**src/edtu_defs.vh**
```
// Offsets, field positions, reset values and codes of the debug trigger unit
`ifndef EDTU_DEFS_VH
`define EDTU_DEFS_VH
// =====================================================
// Register byte offsets (9-bit Wishbone address)
`define EDTU_CTRL       9'h000
`define EDTU_STATUS     9'h004
`define EDTU_IRQ_STAT   9'h008
`define EDTU_IRQ_MASK   9'h00c
`define EDTU_CLKRUN     9'h010
`define EDTU_ACTION     9'h014
`define EDTU_SEQCFG     9'h018
`define EDTU_SEQTR_BASE 5'h02
`define EDTU_RTRG_BASE  4'h2
`define EDTU_COMB_BASE  4'h3
`define EDTU_MTRG_BASE  2'h1
`define EDTU_TRACE_BASE 3'h4
// Field offsets inside one trigger slot
`define EDTU_F_REF      2'h0
`define EDTU_F_MASK     2'h1
`define EDTU_F_CFG      2'h2
// =====================================================
// Control bits
`define EDTU_CTRL_RELEASE 1
`define EDTU_CTRL_BYTEMSK 2
`define EDTU_CTRL_STOREN  3
`define EDTU_CTRL_STORCLR 4
`define EDTU_CTRL_SEQEN   5
// Action routing fields
`define EDTU_ACT_SEQBRK   16
`define EDTU_ACT_SEQSTO   17
// Sequencer reset trigger enable
`define EDTU_SEQ_RSTEN    3
// Interrupt status bits
`define EDTU_IRQ_BRK      0
`define EDTU_IRQ_SEQ      1
`define EDTU_IRQ_FULL     2
// =====================================================
// Comparison operators
`define EDTU_OP_EQ 2'h0
`define EDTU_OP_NE 2'h1
`define EDTU_OP_GE 2'h2
`define EDTU_OP_LE 2'h3
// Reset values and trace depth
`define EDTU_RST_MASK   20'hfffff
`define EDTU_RST_CLKRUN 8'h00
`define EDTU_TRACE_DEPTH 4'h8
`endif

```
**src/edtu_cmp.v**
```verilog
// Masked four-operator comparator used by every simple trigger
`timescale 1ns/1ns
`default_nettype none
`include "edtu_defs.vh"
module edtu_cmp
(
  input  wire [19:0] val_i,   // Observed value
  input  wire [19:0] ref_i,   // Programmed reference
  input  wire [19:0] mask_i,  // One selects a compared bit
  input  wire [1:0]  op_i,    // Operator code
  input  wire        qual_i,  // Qualified cycle
  output wire        hit_o    // Trigger for this cycle
);
  // =====================================================
  // Comparison
  wire [19:0] mv = val_i & mask_i;  // Masked value
  wire [19:0] mr = ref_i & mask_i;  // Masked reference
  reg         match;                // Operator result

  // Select operator
  always @*
  begin
    case (op_i)
      `EDTU_OP_EQ: match = (mv == mr);
      `EDTU_OP_NE: match = (mv != mr);
      `EDTU_OP_GE: match = (mv >= mr);
      default:     match = (mv <= mr);
    endcase
  end

  // Only a qualified bus or register write cycle can fire
  assign hit_o = qual_i & match;
endmodule // edtu_cmp
`default_nettype wire

```
**src/edtu_top.v**
```verilog
// Debug trigger unit: triggers, sequencer, trace store, clock control
// Operation
// - Debugger reaches unit only via JTAG port
// - Memory trigger compares address or data bus
// - Memory operators: equal, unequal, at or above, at or below
// - Memory mask bit-wise or byte-wise
// - Memory trigger qualified by access type
// - Register trigger watches selected CPU register
// - Register operators four kinds, bit masked
// - Triggers combine into complex triggers
// - Triggers route to stop, storage, sequencer
// - Sequencer has four states zero to three
// - Two programmable transitions in states zero to two
// - Reset trigger returns sequencer to zero
// - Start at zero, act at three
// - Trace stores bus and type, eight entries
// - Stop halts some clocks, keeps others
// - Full mask covers all bus bits
// - Eight memory and two register triggers
// - Up to eight combination triggers
`timescale 1ns/1ns
`default_nettype none
`include "edtu_defs.vh"
module edtu_top
(
  input  wire        clk_i,          // CPU clock
  input  wire        rst_i,          // Synchronous reset, high
  input  wire        wb_cyc_i,       // Wishbone cycle from JTAG bridge
  input  wire        wb_stb_i,       // Wishbone strobe
  input  wire        wb_we_i,        // Write enable
  input  wire [8:0]  wb_adr_i,       // Byte address
  input  wire [3:0]  wb_sel_i,       // Byte lanes
  input  wire [31:0] wb_dat_i,       // Write data
  output reg  [31:0] wb_dat_o,       // Read data
  output wire        wb_ack_o,       // Acknowledge
  input  wire [19:0] mab_i,          // mem_addr_bus
  input  wire [15:0] mdb_i,          // mem_data_bus
  input  wire        bus_valid_i,    // Bus cycle in progress
  input  wire        bus_rd_i,       // Read access
  input  wire        bus_wr_i,       // Write access
  input  wire        bus_dma_i,      // DMA access
  input  wire        bus_fetch_i,    // Instruction fetch
  input  wire        reg_wr_i,       // CPU register write
  input  wire [3:0]  reg_wr_sel_i,   // Register number written
  input  wire [19:0] reg_wr_data_i,  // Value written
  output reg         cpu_stop_o,     // Emulation stop request
  output reg  [7:0]  mod_clk_en_o,   // Per-module clock enables
  output reg         irq_o           // Level interrupt
);
  // =====================================================
  // Sequencer states
  localparam [3:0] S0 = 4'b0001;
  localparam [3:0] S1 = 4'b0010;
  localparam [3:0] S2 = 4'b0100;
  localparam [3:0] S3 = 4'b1000;

  // =====================================================
  // Configuration storage
  reg [19:0] mref_r [0:7];    // Memory trigger references
  reg [19:0] mmask_r [0:7];   // Memory trigger masks
  reg [6:0]  mcfg_r [0:7];    // Bus select, operator, access enables
  reg [19:0] rref_r [0:1];    // Register trigger references
  reg [19:0] rmask_r [0:1];   // Register trigger masks
  reg [7:0]  rcfg_r [0:1];    // Operator, register select
  reg [9:0]  comb_cfg_r [0:7];// Trigger sets combined per complex trigger
  reg [13:0] seqtr_r [0:3];   // Two transitions per state
  reg [5:0]  ctrl_r;          // Control bits
  reg [2:0]  irq_mask_r;      // Interrupt mask
  reg [2:0]  irq_stat_r;      // Sticky interrupt status
  reg [7:0]  clkrun_r;        // Modules kept running at stop
  reg [17:0] action_r;        // Reaction routing
  reg [3:0]  seqcfg_r;        // Reset trigger select
  reg        ack_r;           // Bus acknowledge

  // Trace buffer
  reg [22:0] tr_a_r [0:7];    // Type and address per entry
  reg [15:0] tr_d_r [0:7];    // Data per entry
  reg [3:0]  tr_cnt_r;        // Entries held

  // Pipeline and state
  reg [9:0]  trig_r;          // Registered simple triggers
  reg [7:0]  comb_r;          // Complex trigger hits
  reg [19:0] mab_d_r;         // Bus copy aligned with comb_r
  reg [15:0] mdb_d_r;
  reg [2:0]  typ_d_r;
  reg [19:0] mab_q_r;         // Bus copy aligned with trig_r
  reg [15:0] mdb_q_r;
  reg [2:0]  typ_q_r;
  reg [3:0]  seq_r;           // Sequencer state, one-hot
  reg [3:0]  seq_nxt;

  // =====================================================
  // Functions
  // Byte-granular mode widens two mask bits over the bus
  function [19:0] eff_mask;
    input [19:0] m;
    input        byte_mode;
    begin
      eff_mask = byte_mode ? {{12{m[1]}}, {8{m[0]}}} : m;
    end
  endfunction

  // Two-bit state number to one-hot
  function [3:0] to_hot;
    input [1:0] n;
    begin
      to_hot = 4'h1 << n;
    end
  endfunction

  // =====================================================
  // Wishbone decode, one-cycle answer
  wire        req = wb_cyc_i & wb_stb_i & ~ack_r;  // New request
  wire        wr  = req & wb_we_i;                 // Write this edge
  wire [31:0] selm = {{8{wb_sel_i[3]}}, {8{wb_sel_i[2]}}, {8{wb_sel_i[1]}}, {8{wb_sel_i[0]}}};
  wire [2:0]  mi  = wb_adr_i[6:4];                 // Memory trigger index
  wire        ri  = wb_adr_i[4];                   // Register trigger index
  wire [1:0]  fld = wb_adr_i[3:2];                 // Slot field
  wire        in_m = (wb_adr_i[8:7] == `EDTU_MTRG_BASE);
  wire        in_r = (wb_adr_i[8:5] == `EDTU_RTRG_BASE);
  wire        in_c = (wb_adr_i[8:5] == `EDTU_COMB_BASE);
  wire        in_s = (wb_adr_i[8:4] == `EDTU_SEQTR_BASE);
  wire        in_t = (wb_adr_i[8:6] == `EDTU_TRACE_BASE);
  reg  [31:0] rd_nxt;                              // Current value at address
  wire [31:0] wval = (rd_nxt & ~selm) | (wb_dat_i & selm);  // Byte-merged write
  wire        release_p = wr && (wb_adr_i == `EDTU_CTRL) && wval[`EDTU_CTRL_RELEASE];
  wire        clear_p   = wr && (wb_adr_i == `EDTU_CTRL) && wval[`EDTU_CTRL_STORCLR];

  assign wb_ack_o = ack_r;

  // Read mux, unmapped reads return zero
  always @*
  begin
    rd_nxt = 32'h0;
    if (wb_adr_i == `EDTU_CTRL)
      rd_nxt = {26'h0, ctrl_r};
    else if (wb_adr_i == `EDTU_STATUS)
      rd_nxt = {24'h0, tr_cnt_r, seq_r[3:1] != 3'h0 ? {seq_r[3] | seq_r[2], seq_r[3] | seq_r[1]} : 2'h0,
                1'b0, cpu_stop_o};
    else if (wb_adr_i == `EDTU_IRQ_STAT)
      rd_nxt = {29'h0, irq_stat_r};
    else if (wb_adr_i == `EDTU_IRQ_MASK)
      rd_nxt = {29'h0, irq_mask_r};
    else if (wb_adr_i == `EDTU_CLKRUN)
      rd_nxt = {24'h0, clkrun_r};
    else if (wb_adr_i == `EDTU_ACTION)
      rd_nxt = {14'h0, action_r};
    else if (wb_adr_i == `EDTU_SEQCFG)
      rd_nxt = {28'h0, seqcfg_r};
    else if (in_s)
      rd_nxt = {18'h0, seqtr_r[wb_adr_i[3:2]]};
    else if (in_c)
      rd_nxt = {22'h0, comb_cfg_r[wb_adr_i[4:2]]};
    else if (in_r && fld == `EDTU_F_REF)
      rd_nxt = {12'h0, rref_r[ri]};
    else if (in_r && fld == `EDTU_F_MASK)
      rd_nxt = {12'h0, rmask_r[ri]};
    else if (in_r && fld == `EDTU_F_CFG)
      rd_nxt = {24'h0, rcfg_r[ri]};
    else if (in_m && fld == `EDTU_F_REF)
      rd_nxt = {12'h0, mref_r[mi]};
    else if (in_m && fld == `EDTU_F_MASK)
      rd_nxt = {12'h0, mmask_r[mi]};
    else if (in_m && fld == `EDTU_F_CFG)
      rd_nxt = {25'h0, mcfg_r[mi]};
    else if (in_t && !wb_adr_i[2])
      rd_nxt = {9'h0, tr_a_r[wb_adr_i[5:3]]};
    else if (in_t)
      rd_nxt = {16'h0, tr_d_r[wb_adr_i[5:3]]};
  end

  // Acknowledge and read data register; reach is via JTAG bridge only
  always @(posedge clk_i)
  begin
    if (rst_i)
    begin
      ack_r    <= 1'b0;
      wb_dat_o <= 32'h0;
    end
    else
    begin
      ack_r <= req;
      // Read data holds across writes until the next taken read
      if (req & ~wb_we_i)
        wb_dat_o <= rd_nxt;
    end
  end

  // Configuration writes
  integer k;
  always @(posedge clk_i)
  begin
    if (rst_i)
    begin
      for (k = 0; k < 8; k = k + 1)
      begin
        mref_r[k]     <= 20'h0;
        mmask_r[k]    <= `EDTU_RST_MASK;
        mcfg_r[k]     <= 7'h0;
        comb_cfg_r[k] <= 10'h0;
      end
      for (k = 0; k < 2; k = k + 1)
      begin
        rref_r[k]  <= 20'h0;
        rmask_r[k] <= `EDTU_RST_MASK;
        rcfg_r[k]  <= 8'h0;
      end
      for (k = 0; k < 4; k = k + 1)
        seqtr_r[k] <= 14'h0;
      ctrl_r     <= 6'h0;
      irq_mask_r <= 3'h0;
      clkrun_r   <= `EDTU_RST_CLKRUN;
      action_r   <= 18'h0;
      seqcfg_r   <= 4'h0;
    end
    else if (wr)
    begin
      // Release and clear are pulses and never stored
      if (wb_adr_i == `EDTU_CTRL)
        ctrl_r <= wval[5:0] & 6'h2c;
      else if (wb_adr_i == `EDTU_IRQ_MASK)
        irq_mask_r <= wval[2:0];
      else if (wb_adr_i == `EDTU_CLKRUN)
        clkrun_r <= wval[7:0];
      else if (wb_adr_i == `EDTU_ACTION)
        action_r <= wval[17:0];
      else if (wb_adr_i == `EDTU_SEQCFG)
        seqcfg_r <= wval[3:0];
      else if (in_s)
        seqtr_r[wb_adr_i[3:2]] <= wval[13:0] & 14'h3f3f;  // Bits 7:6 reserved
      else if (in_c)
        comb_cfg_r[wb_adr_i[4:2]] <= wval[9:0];
      else if (in_r && fld == `EDTU_F_REF)
        rref_r[ri] <= wval[19:0];
      else if (in_r && fld == `EDTU_F_MASK)
        rmask_r[ri] <= wval[19:0];
      else if (in_r && fld == `EDTU_F_CFG)
        rcfg_r[ri] <= wval[7:0];
      else if (in_m && fld == `EDTU_F_REF)
        mref_r[mi] <= wval[19:0];
      else if (in_m && fld == `EDTU_F_MASK)
        mmask_r[mi] <= wval[19:0];
      else if (in_m && fld == `EDTU_F_CFG)
        mcfg_r[mi] <= wval[6:0];
    end
  end

  // =====================================================
  // Simple triggers
  wire [9:0] trig;                 // Raw trigger hits this cycle
  wire [3:0] acc = {bus_fetch_i, bus_dma_i, bus_wr_i, bus_rd_i};
  genvar g;
  generate
    for (g = 0; g < 8; g = g + 1)
    begin : g_mem
      edtu_cmp u_cmp
      (
        .val_i  (mcfg_r[g][0] ? {4'h0, mdb_i} : mab_i),
        .ref_i  (mref_r[g]),
        .mask_i (eff_mask(mmask_r[g], ctrl_r[`EDTU_CTRL_BYTEMSK])),
        .op_i   (mcfg_r[g][2:1]),
        .qual_i (bus_valid_i & |(mcfg_r[g][6:3] & acc)),
        .hit_o  (trig[g])
      );
    end
    for (g = 0; g < 2; g = g + 1)
    begin : g_reg
      edtu_cmp u_cmp
      (
        .val_i  (reg_wr_data_i),
        .ref_i  (rref_r[g]),
        .mask_i (rmask_r[g]),
        .op_i   (rcfg_r[g][1:0]),
        .qual_i (reg_wr_i & (reg_wr_sel_i == rcfg_r[g][7:4])),
        .hit_o  (trig[8 + g])
      );
    end
  endgenerate

  // =====================================================
  // Complex triggers: all selected simple triggers together
  integer c;
  always @(posedge clk_i)
  begin
    if (rst_i)
    begin
      trig_r  <= 10'h0;
      comb_r  <= 8'h0;
      mab_q_r <= 20'h0;
      mdb_q_r <= 16'h0;
      typ_q_r <= 3'h0;
      mab_d_r <= 20'h0;
      mdb_d_r <= 16'h0;
      typ_d_r <= 3'h0;
    end
    else
    begin
      trig_r <= trig;
      for (c = 0; c < 8; c = c + 1)
        comb_r[c] <= (|comb_cfg_r[c]) && ((trig_r & comb_cfg_r[c]) == comb_cfg_r[c]);
      mab_q_r <= mab_i;
      mdb_q_r <= mdb_i;
      typ_q_r <= {bus_fetch_i, bus_wr_i, bus_rd_i};
      mab_d_r <= mab_q_r;
      mdb_d_r <= mdb_q_r;
      typ_d_r <= typ_q_r;
    end
  end

  // =====================================================
  // Sequencer
  reg  [1:0]  cur;                                    // Current state number
  wire [13:0] tr = seqtr_r[cur];                      // Transitions of current state
  wire        seq_rst = seqcfg_r[`EDTU_SEQ_RSTEN] & comb_r[seqcfg_r[2:0]];
  wire        seq_at3 = (seq_r == S3);

  // Next state
  always @*
  begin
    case (seq_r)
      S1:      cur = 2'h1;
      S2:      cur = 2'h2;
      S3:      cur = 2'h3;
      default: cur = 2'h0;
    endcase
    seq_nxt = seq_r;
    if (!ctrl_r[`EDTU_CTRL_SEQEN] || seq_rst)
      seq_nxt = S0;
    else
      case (seq_r)
        S3:      seq_nxt = S0;                        // Rearm after action
        default:
        begin
          if (tr[3] && comb_r[tr[2:0]])
            seq_nxt = to_hot(tr[5:4]);
          else if (tr[11] && comb_r[tr[10:8]])
            seq_nxt = to_hot(tr[13:12]);
        end
      endcase
  end

  // State register, starts at zero
  always @(posedge clk_i)
  begin
    if (rst_i)
      seq_r <= S0;
    else
      seq_r <= seq_nxt;
  end

  // =====================================================
  // Reactions
  wire brk_ev = |(comb_r & action_r[7:0]) | (seq_at3 & action_r[`EDTU_ACT_SEQBRK]);
  wire sto_ev = |(comb_r & action_r[15:8]) | (seq_at3 & action_r[`EDTU_ACT_SEQSTO]);
  wire store  = ctrl_r[`EDTU_CTRL_STOREN] & sto_ev & (tr_cnt_r < `EDTU_TRACE_DEPTH);
  wire full_ev = store & (tr_cnt_r == `EDTU_TRACE_DEPTH - 4'h1);
  wire halt_nxt = brk_ev | (cpu_stop_o & ~release_p);
  wire [2:0] ev = {full_ev, seq_at3, brk_ev & ~cpu_stop_o};

  // Stop, clocks, trace, interrupts
  always @(posedge clk_i)
  begin
    if (rst_i)
    begin
      cpu_stop_o   <= 1'b0;
      mod_clk_en_o <= 8'hff;
      tr_cnt_r     <= 4'h0;
      irq_stat_r   <= 3'h0;
      irq_o        <= 1'b0;
    end
    else
    begin
      // A break in the release cycle wins
      cpu_stop_o   <= halt_nxt;
      mod_clk_en_o <= halt_nxt ? clkrun_r : 8'hff;
      if (clear_p)
        tr_cnt_r <= 4'h0;
      else if (store)
      begin
        tr_a_r[tr_cnt_r[2:0]] <= {typ_d_r, mab_d_r};
        tr_d_r[tr_cnt_r[2:0]] <= mdb_d_r;
        tr_cnt_r <= tr_cnt_r + 4'h1;
      end
      // Write one to clear, new event wins
      if (wr && wb_adr_i == `EDTU_IRQ_STAT)
        irq_stat_r <= (irq_stat_r & ~wval[2:0]) | ev;
      else
        irq_stat_r <= irq_stat_r | ev;
      irq_o <= |(irq_stat_r & irq_mask_r);
    end
  end
endmodule // edtu_top
`default_nettype wire

```
**config.mk**
```make
export PLATFORM = sky130hd
export DESIGN_NAME = edtu_top
export DESIGN_NICKNAME = d
export VERILOG_FILES = /design/src/edtu_cmp.v /design/src/edtu_top.v
export VERILOG_INCLUDE_DIRS = /design/src /design/src/src
export SDC_FILE = /design/constraint.sdc
export NUM_CORES = 2
export LEC_CHECK = 0
export BUFFER_PORTS_ARGS = -buffer_cell sky130_fd_sc_hd__buf_2
export CORE_MARGIN = 1.5
export CORE_UTILIZATION = 55
export CTS_BUF_LIST = sky130_fd_sc_hd__clkbuf_4 sky130_fd_sc_hd__clkbuf_8
export DETAILED_ROUTE_END_ITERATION = 10
export PLACE_DENSITY_LB_ADDON = 0.05
export REMOVE_ABC_BUFFERS = 1
export SYNTH_ARGS = -nofsm -noshare
export SYNTH_HDL_FRONTEND = slang
export SYNTH_SLANG_ARGS = --single-unit
```
**constraint.sdc**
```tcl
create_clock -name clk_i -period 6.01 [get_ports clk_i]
set_input_delay 0.601 -clock clk_i [delete_from_list [all_inputs] [get_ports clk_i]]
set_output_delay 0.601 -clock clk_i [all_outputs]
set_load 0.05 [all_outputs]
```
# Yosys cells after proc, flatten, opt, wreduce, memory -nomap -nowiden
# Memories as Yosys holds them, arrays and structs flattened.
# Cells that the tools add are included.
[word_totals] n_memories=10 ramBits=912 ff_bits=186
[op_classes] n_bitwise=93 n_addsub=1 eq_ne=67 n_shift=2 n_lt_le_gt_ge=24 mux=184 n_reduce_logical=73
[memory_table] memory="tr_a_r" depth=8 word_bits=23 read_ports=1 rd_ports_with_merged_regs=0 wr=1 line_no="edtu_top.v:76" text="reg [22:0] tr_a_r [0:7];"
[memory_table] memory="mmask_r" depth=8 word_bits=20 read_ports=9 rd_ports_with_merged_regs=0 wr=8 line_no="edtu_top.v:60" text="reg [19:0] mmask_r [0:7];"
[memory_table] memory="mref_r" depth=8 word_bits=20 read_ports=9 rd_ports_with_merged_regs=0 wr=8 line_no="edtu_top.v:59" text="reg [19:0] mref_r [0:7];"
[memory_table] memory="tr_d_r" depth=8 word_bits=16 read_ports=1 rd_ports_with_merged_regs=0 wr=1 line_no="edtu_top.v:77" text="reg [15:0] tr_d_r [0:7];"
[memory_table] memory="comb_cfg_r" depth=8 word_bits=10 read_ports=9 rd_ports_with_merged_regs=0 wr=8 line_no="edtu_top.v:65" text="reg [9:0] comb_cfg_r [0:7];"
[memory_table] memory="mcfg_r" depth=8 word_bits=7 read_ports=9 rd_ports_with_merged_regs=0 wr=8 line_no="edtu_top.v:61" text="reg [6:0] mcfg_r [0:7];"
[memory_table] memory="4 more memories"
[op_table] cell="bitwise AND 20 bit" n=22
[op_table] cell="two-way mux 20 bit" n=20
[op_table] cell="two-way mux 23 bit" n=16
[op_table] cell="== test 20 bit" n=10
[op_table] cell="greater-or-equal comparator 20 bit" n=10
[op_table] cell="less-or-equal comparator 20 bit" n=10
[op_table] cell="!= test 20 bit" n=10
[op_table] cell="two-way mux 1 bit" n=120
[op_table] cell="OR reduction 10 bit" n=9
[op_table] cell="bitwise AND 10 bit" n=8
[op_table] cell="== test 10 bit" n=8
[op_table] cell="OR reduction 20 bit" n=4
[op_table] cell="bitwise AND 1 bit" n=32
[op_table] cell="bitwise AND 4 bit" n=8
[op_table] cell="OR reduction 4 bit" n=8
[op_table] cell="one-hot mux 1 bit (3 select lines)" n=10
[op_table] cell="== test 9 x 5 -> 1 bit, second input constant" n=3
[op_table] cell="== test 2 x 1 -> 1 bit, second input constant" n=12
[op_table] cell="OR reduction 8 bit" n=3
[op_table] cell="== test 2 bit, second input constant" n=11
[op_table] cell="zero test 2 bit" n=11
[op_table] cell="logical AND 1 bit" n=21
[op_table] cell="NOT 20 bit" n=1
[op_table] cell="OR 20 bit" n=1
[op_table] cell="other kinds (42)" n=76

# Longest topological paths before layout
[depth] word_depth=26 depth_mapped=15 ltp_nobuf=12

# By module
# A second synthesis with hierarchy kept.
[hier_totals] cells_unflattened=5122 area_unflattened_um2=57408.8
[modules_own_cells] mod="edtu_top" n_inst=1 seq_area_each_um2=30929.7 cells_per_inst=4082 area_each_um2=50089.3
[modules_own_cells] mod="edtu_cmp" n_inst=10 seq_area_each_um2=0.0 cells_per_inst=104 area_each_um2=732.0

# Worst setup path after synthesis
# No wires, ideal clock.
[synth_timing] kind="input to register" start="input wb_adr_i[3]" end="memory tr_a_r[4][0], enable pin" path_stages=11 slack_ps=1903 path_buffers=4 arrival_ps=3707 cell_sequence="buf_4 > buf_6 > buf_6 > mux4_2 > mux2i_1 > o221ai_1 > o31ai_1 > a21oi_1 > o311ai_1 > buf_2 > and4_1"
[synth_via] elab_chain_len=24
[synth_lines] item="from (decl)" line_no="edtu_top.v:31" text="input wire [8:0] wb_adr_i,"
[synth_lines] item="memory (8 x 16 bit)"
[synth_lines] item="two-way mux 16 bit" line_no="edtu_top.v:168" text="else if (in_t)"
[synth_lines] item="two-way mux 23 bit" line_no="edtu_top.v:166" text="else if (in_t && !wb_adr_i[2])"
[synth_lines] item="two-way mux 23 bit" line_no="edtu_top.v:164" text="else if (in_m && fld == `EDTU_F_CFG)"
[synth_lines] item="two-way mux 23 bit" line_no="edtu_top.v:162" text="else if (in_m && fld == `EDTU_F_MASK)"
[synth_lines] item="two-way mux 23 bit" line_no="edtu_top.v:160" text="else if (in_m && fld == `EDTU_F_REF)"
[synth_lines] item="two-way mux 23 bit" line_no="edtu_top.v:158" text="else if (in_r && fld == `EDTU_F_CFG)"
[synth_lines] item="two-way mux 23 bit" line_no="edtu_top.v:156" text="else if (in_r && fld == `EDTU_F_MASK)"
[synth_lines] item="(+8 left out)"
[synth_lines] item="two-way mux 23 bit" line_no="edtu_top.v:137" text="else if (wb_adr_i == `EDTU_STATUS)"
[synth_lines] item="two-way mux 23 bit" line_no="edtu_top.v:135" text="if (wb_adr_i == `EDTU_CTRL)"
[synth_lines] item="bitwise AND 20 bit" line_no="edtu_top.v:125" text="wire [31:0] wval = (rd_nxt & ~selm) | (wb_dat_i & selm);"
[synth_lines] item="OR 20 bit" line_no="edtu_top.v:125"
[synth_lines] item="logical AND 1 bit (*)" line_no="edtu_top.v:127" text="wire clear_p = wr && (wb_adr_i == `EDTU_CTRL) && wval[`EDTU_CTRL_STORCLR];"
[synth_lines] item="two-way mux 1 bit (*)" line_no="edtu_top.v:376" text="if (clear_p)"
[synth_lines] item="two-way mux 1 bit (*)" line_no="edtu_top.v:363" text="if (rst_i)"
[synth_lines] item="two-way mux 1 bit (implied by the code) (*)" line_no="edtu_top.v:380" text="tr_a_r[tr_cnt_r[2:0]] <= {typ_d_r, mab_d_r};"
[synth_lines] item="to (decl)" line_no="edtu_top.v:76"
# Mark *: on every way between the ends. The rest lies on a longest branch, timed or not.

==> flow_metrics.py <==
metrics = {
    "status": {
        "status": "completed",
    },
    "clocking": {
        "postCtsSetupBuffers": 0,
        "cts-buffers-inserted": 180,
        "h-tree-depth": 4,
        "clk_latency_ns": 0.91,
        "root_buffer": "clkbuf_8",
        "cts_tree": "done",
        "clk_pin_slew_ns": 0.06,
        "cts.sinks": 1089,
        "cts_buffer_depth": 3,
    },
    "global_routing": {
        "grt_pass1_wl_um": 290300,
        "grt_usage": 0.3818,
        "grt_pass1_vias": 41220,
        "grt_max_degree": 80,
        "antenna_found_initial": 11,
        "grt-ovfl-total": 0,
    },
    "power": {
        "leakagePower_uw": 0.02238,
        "clkPwrFrac": 0.401,
        "power_switching_share": 0.2628,
        "comb_power_share": 0.107,
        "switching_power_uw": 4499,
        "irDropWorstVdd_mv": 0.2137,
        "p_int_uw": 12620,
        "seqPwrFrac": 0.492,
        "p_per_area_nw_per_um2": 269.9,
    },
    "route": {
        "vias_per_cell": 6.630,
        "drc": 0,
        "wl_per_cell_um": 31.15,
        "wirelength_um": 205200,
        "firstDrtPassIters": 7,
        "dr_total_vias": 43690,
        "first_iter_violations": 6790,
        "drt.antenna.violating_nets": 0,
    },
    "layout": {
        "area_growth_pct": 10.60,
        "fin_cells": 6589,
        "layout-drive-gt1-share": 0.1895,
        "finalNetCount": 5369,
    },
    "setup_path": {
        "start_kind": "register",
        "end_kind": "register",
        "crit_type": "register to register",
        "cp_max_fo": 20,
        "required_ns": 6.49,
        "cp_data_arrival_time_ns": 5.07,
    },
    "timing": {
        "slew_headroom": 0.1177,
        "timing.fmax_mhz": 217.8,
        "tightest_slew_ns": 1.323,
        "fin_crit_sh": 0.7639,
        "rsz0062_at_grt": "false",
        "skew_ns": 0.05493,
        "hold_viol_final": 0,
        "fin_tns_setup_ns": 0,
        "setup_viol": 0,
        "fin_crit_ns": 4.591,
        "setup_slack_ns": 1.419,
        "hold_ws_ns": 0.1131,
        "drv_slew": 0,
    },
    "logic_synthesis": {
        "synth_warnings": 0,
        "yosysSeqAreaShare": 0.5393,
        "yosysTopAreaCell": "edfxtp_1",
        "synth.distinct_cells": 111,
        "ys_ff_latch": 1089,
        "async_flop_share": 0,
        "netlist.area_leader.share": 0.4775,
        "synth_enable_flop_cells": 912,
        "synth_cells": 4939,
        "netlist_area_sq_um": 57350,
        "synth_ff_type": "edfxtp_1",
        "avgSynthCellArea_sq_um": 11.61,
        "synthTopCellsByArea": "edfxtp_1 48%, dfxtp_1 6.2%, mux4_2 4.9%",
    },
    "worst_hold_path": {
        "hold_class": "input port to register",
    },
    "flow_run": {
        "drv_cap": 0,
    },
    "floorplanning": {
        "floorplan.initialDensity": 0.5541,
        "core_sq_um": 103500,
        "rows": 118,
        "die_y_um": 325.9,
        "dieArea_sq_um": 106200,
        "die_w_um": 325.9,
        "ios": 159,
    },
    "place": {
        "routabilityCongestion": 1.037,
        "dpl.cell_count": 6249,
        "dp_hpwl_um": 146900,
        "dp_slack_ns": 0.9608,
        "numPortBuffers": 136,
    },
}
==> critical path: stages, from the launching register on <==
cell and delay (ns):
dfxtp_1 0.33, nor2_1 0.14, nand2_1 0.39, a311oi_2 1.23, nand2_1 0.94, o21ai_2 1.15
==> power by group through the flow <==
stage	logic, uW	registers, uW	clock network [uW]
after floorplan	878	8530	0
final	1840	8420	6860
after CTS	1780	8410	6920
after global routing	1900	8420	7250
after global placement	1760	8560	0
after detailed placement	1770	8570	0
==> final timing paths <==
check | start | end | slack, ns | depth (start not counted)
worst min register to register | mab_q_r[8] | mab_d_r[8] | 0.43 | 1
worst max register to register | wb_ack_o | mmask_r[5][8] | 1.42 | 5
worst max-delay path | wb_ack_o | mmask_r[5][8] | 1.42 | 5
worst min-delay path | wb_stb_i | wb_ack_o | 0.11 | 4
==> routing by layer <==
| layer | up-vias | GRT usage | share of wire |
|---|---|---|---|
| met3 | 502 | 0.09865 | 0.13 |
| met4 | 2 | 0.2017 | 0.060 |
| li1 | 18680 | - | - |
| met2 | 2900 | 0.5391 | 0.42 |
| met5 | - | 0 | 0.000078 |
| met1 | 21600 | 0.5415 | 0.40 |
==> cell usage after synthesis, types with 26 or more instances <==
library cell	number
edfxtp_1	912
nor2_1	595
nand2_1	472
a21oi_1	251
ha_1	201
mux2i_1	199
clkbuf_1	182
dfxtp_1	177
nor2b_1	171
o21ai_0	143
mux4_2	125
mux2_2	118
nand2b_1	112
buf_2	94
a21o_1	79
nand3_1	75
o22ai_1	75
and2_1	71
o21a_1	64
inv_1	53
buf_4	52
nor3_1	49
nor3b_1	45
nand4_1	43
a21bo_2	40
a22oi_1	31
buf_1	30
a2111oi_0	28
a211oi_1	28
a221oi_1	28
o221ai_1	26
==> kinds of logic (layout without fill, tap and decap cells) <==
group	count (synthesis)	count (layout)	synth area share
AOI/OAI and AO/OA	981	981	0.1185
xor gates and xnor gates	16	16	0.003033
adders and majority gates	201	201	0.04385
buffers and inverters	436	693	0.03654
DFF	1089	1089	0.5393
muxes	455	455	0.1117
other	1	14	0.00006539
and+or+nand+nor	1760	1760	0.1470
==> area by class of cell <==
| class | instances | area (sq um) |
|---|---|---|
| Clock buffer | 263 | 3201 |
| Fill cell | 8511 | 40070 |
| Inverter | 58 | 222.7 |
| Antenna cell | 5 | 12.51 |
| Sequential cell | 1089 | 30930 |
| Multi-Input combinational cell | 3422 | 24530 |
| Tap cell | 1380 | 1727 |
| Timing Repair Buffer | 301 | 2230 |
| Clock inverter | 71 | 575.6 |
==> metrics by stage <==
stage,area [sq um],total power [uW],util
2_1_floorplan,55500,9405,-
3_3_place_gp,59620,10320,0.5761
3_5_place_dp,59620,10330,0.5761
4_1_cts,63410,17110,0.6127
5_1_grt,63420,17570,0.6128
6_report,63430,17120,0.6129
==> state kept, by name, indices dropped and copies added, names as in the netlist, 8 cells and up <==
| name | flops |
|---|---|
| action_r | 18 |
| clkrun_r | 8 |
| comb_cfg_r | 80 |
| comb_r | 8 |
| mab_d_r | 20 |
| mab_q_r | 20 |
| mcfg_r | 56 |
| mdb_d_r | 16 |
| mdb_q_r | 16 |
| mmask_r | 160 |
| mod_clk_en_o | 8 |
| mref_r | 160 |
| rcfg_r | 16 |
| rmask_r | 40 |
| rref_r | 40 |
| seqtr_r | 48 |
| tr_a_r | 184 |
| tr_d_r | 128 |
| trig_r | 10 |
| wb_dat_o | 23 |
==> timing repair <==
item / 4_1_cts / 5_1_grt
endpoints found under the hold margin: 1 / 0
hold buffers: 1 / 0
resized for setup: 0 / 0
==> placed cells by master, fill, tap and decap left out, drive strengths merged, types with 31 or more instances in the layout <==
cell	synthesis	layout
edfxtp	912	912
nor2	599	599
nand2	472	472
buf	194	299
clkbuf	184	264
a21oi	252	252
ha	201	201
mux2i	200	200
dfxtp	177	177
nor2b	171	171
o21ai	158	158
mux4	133	133
mux2	122	122
nand2b	113	113
a21o	79	79
o22ai	75	75
nand3	75	75
and2	74	74
o21a	64	64
inv	55	60
clkinv	3	60
nor3	50	50
nor3b	48	48
nand4	43	43
a21bo	40	40
a22oi	31	31
(Power assumes the default switching activity.)
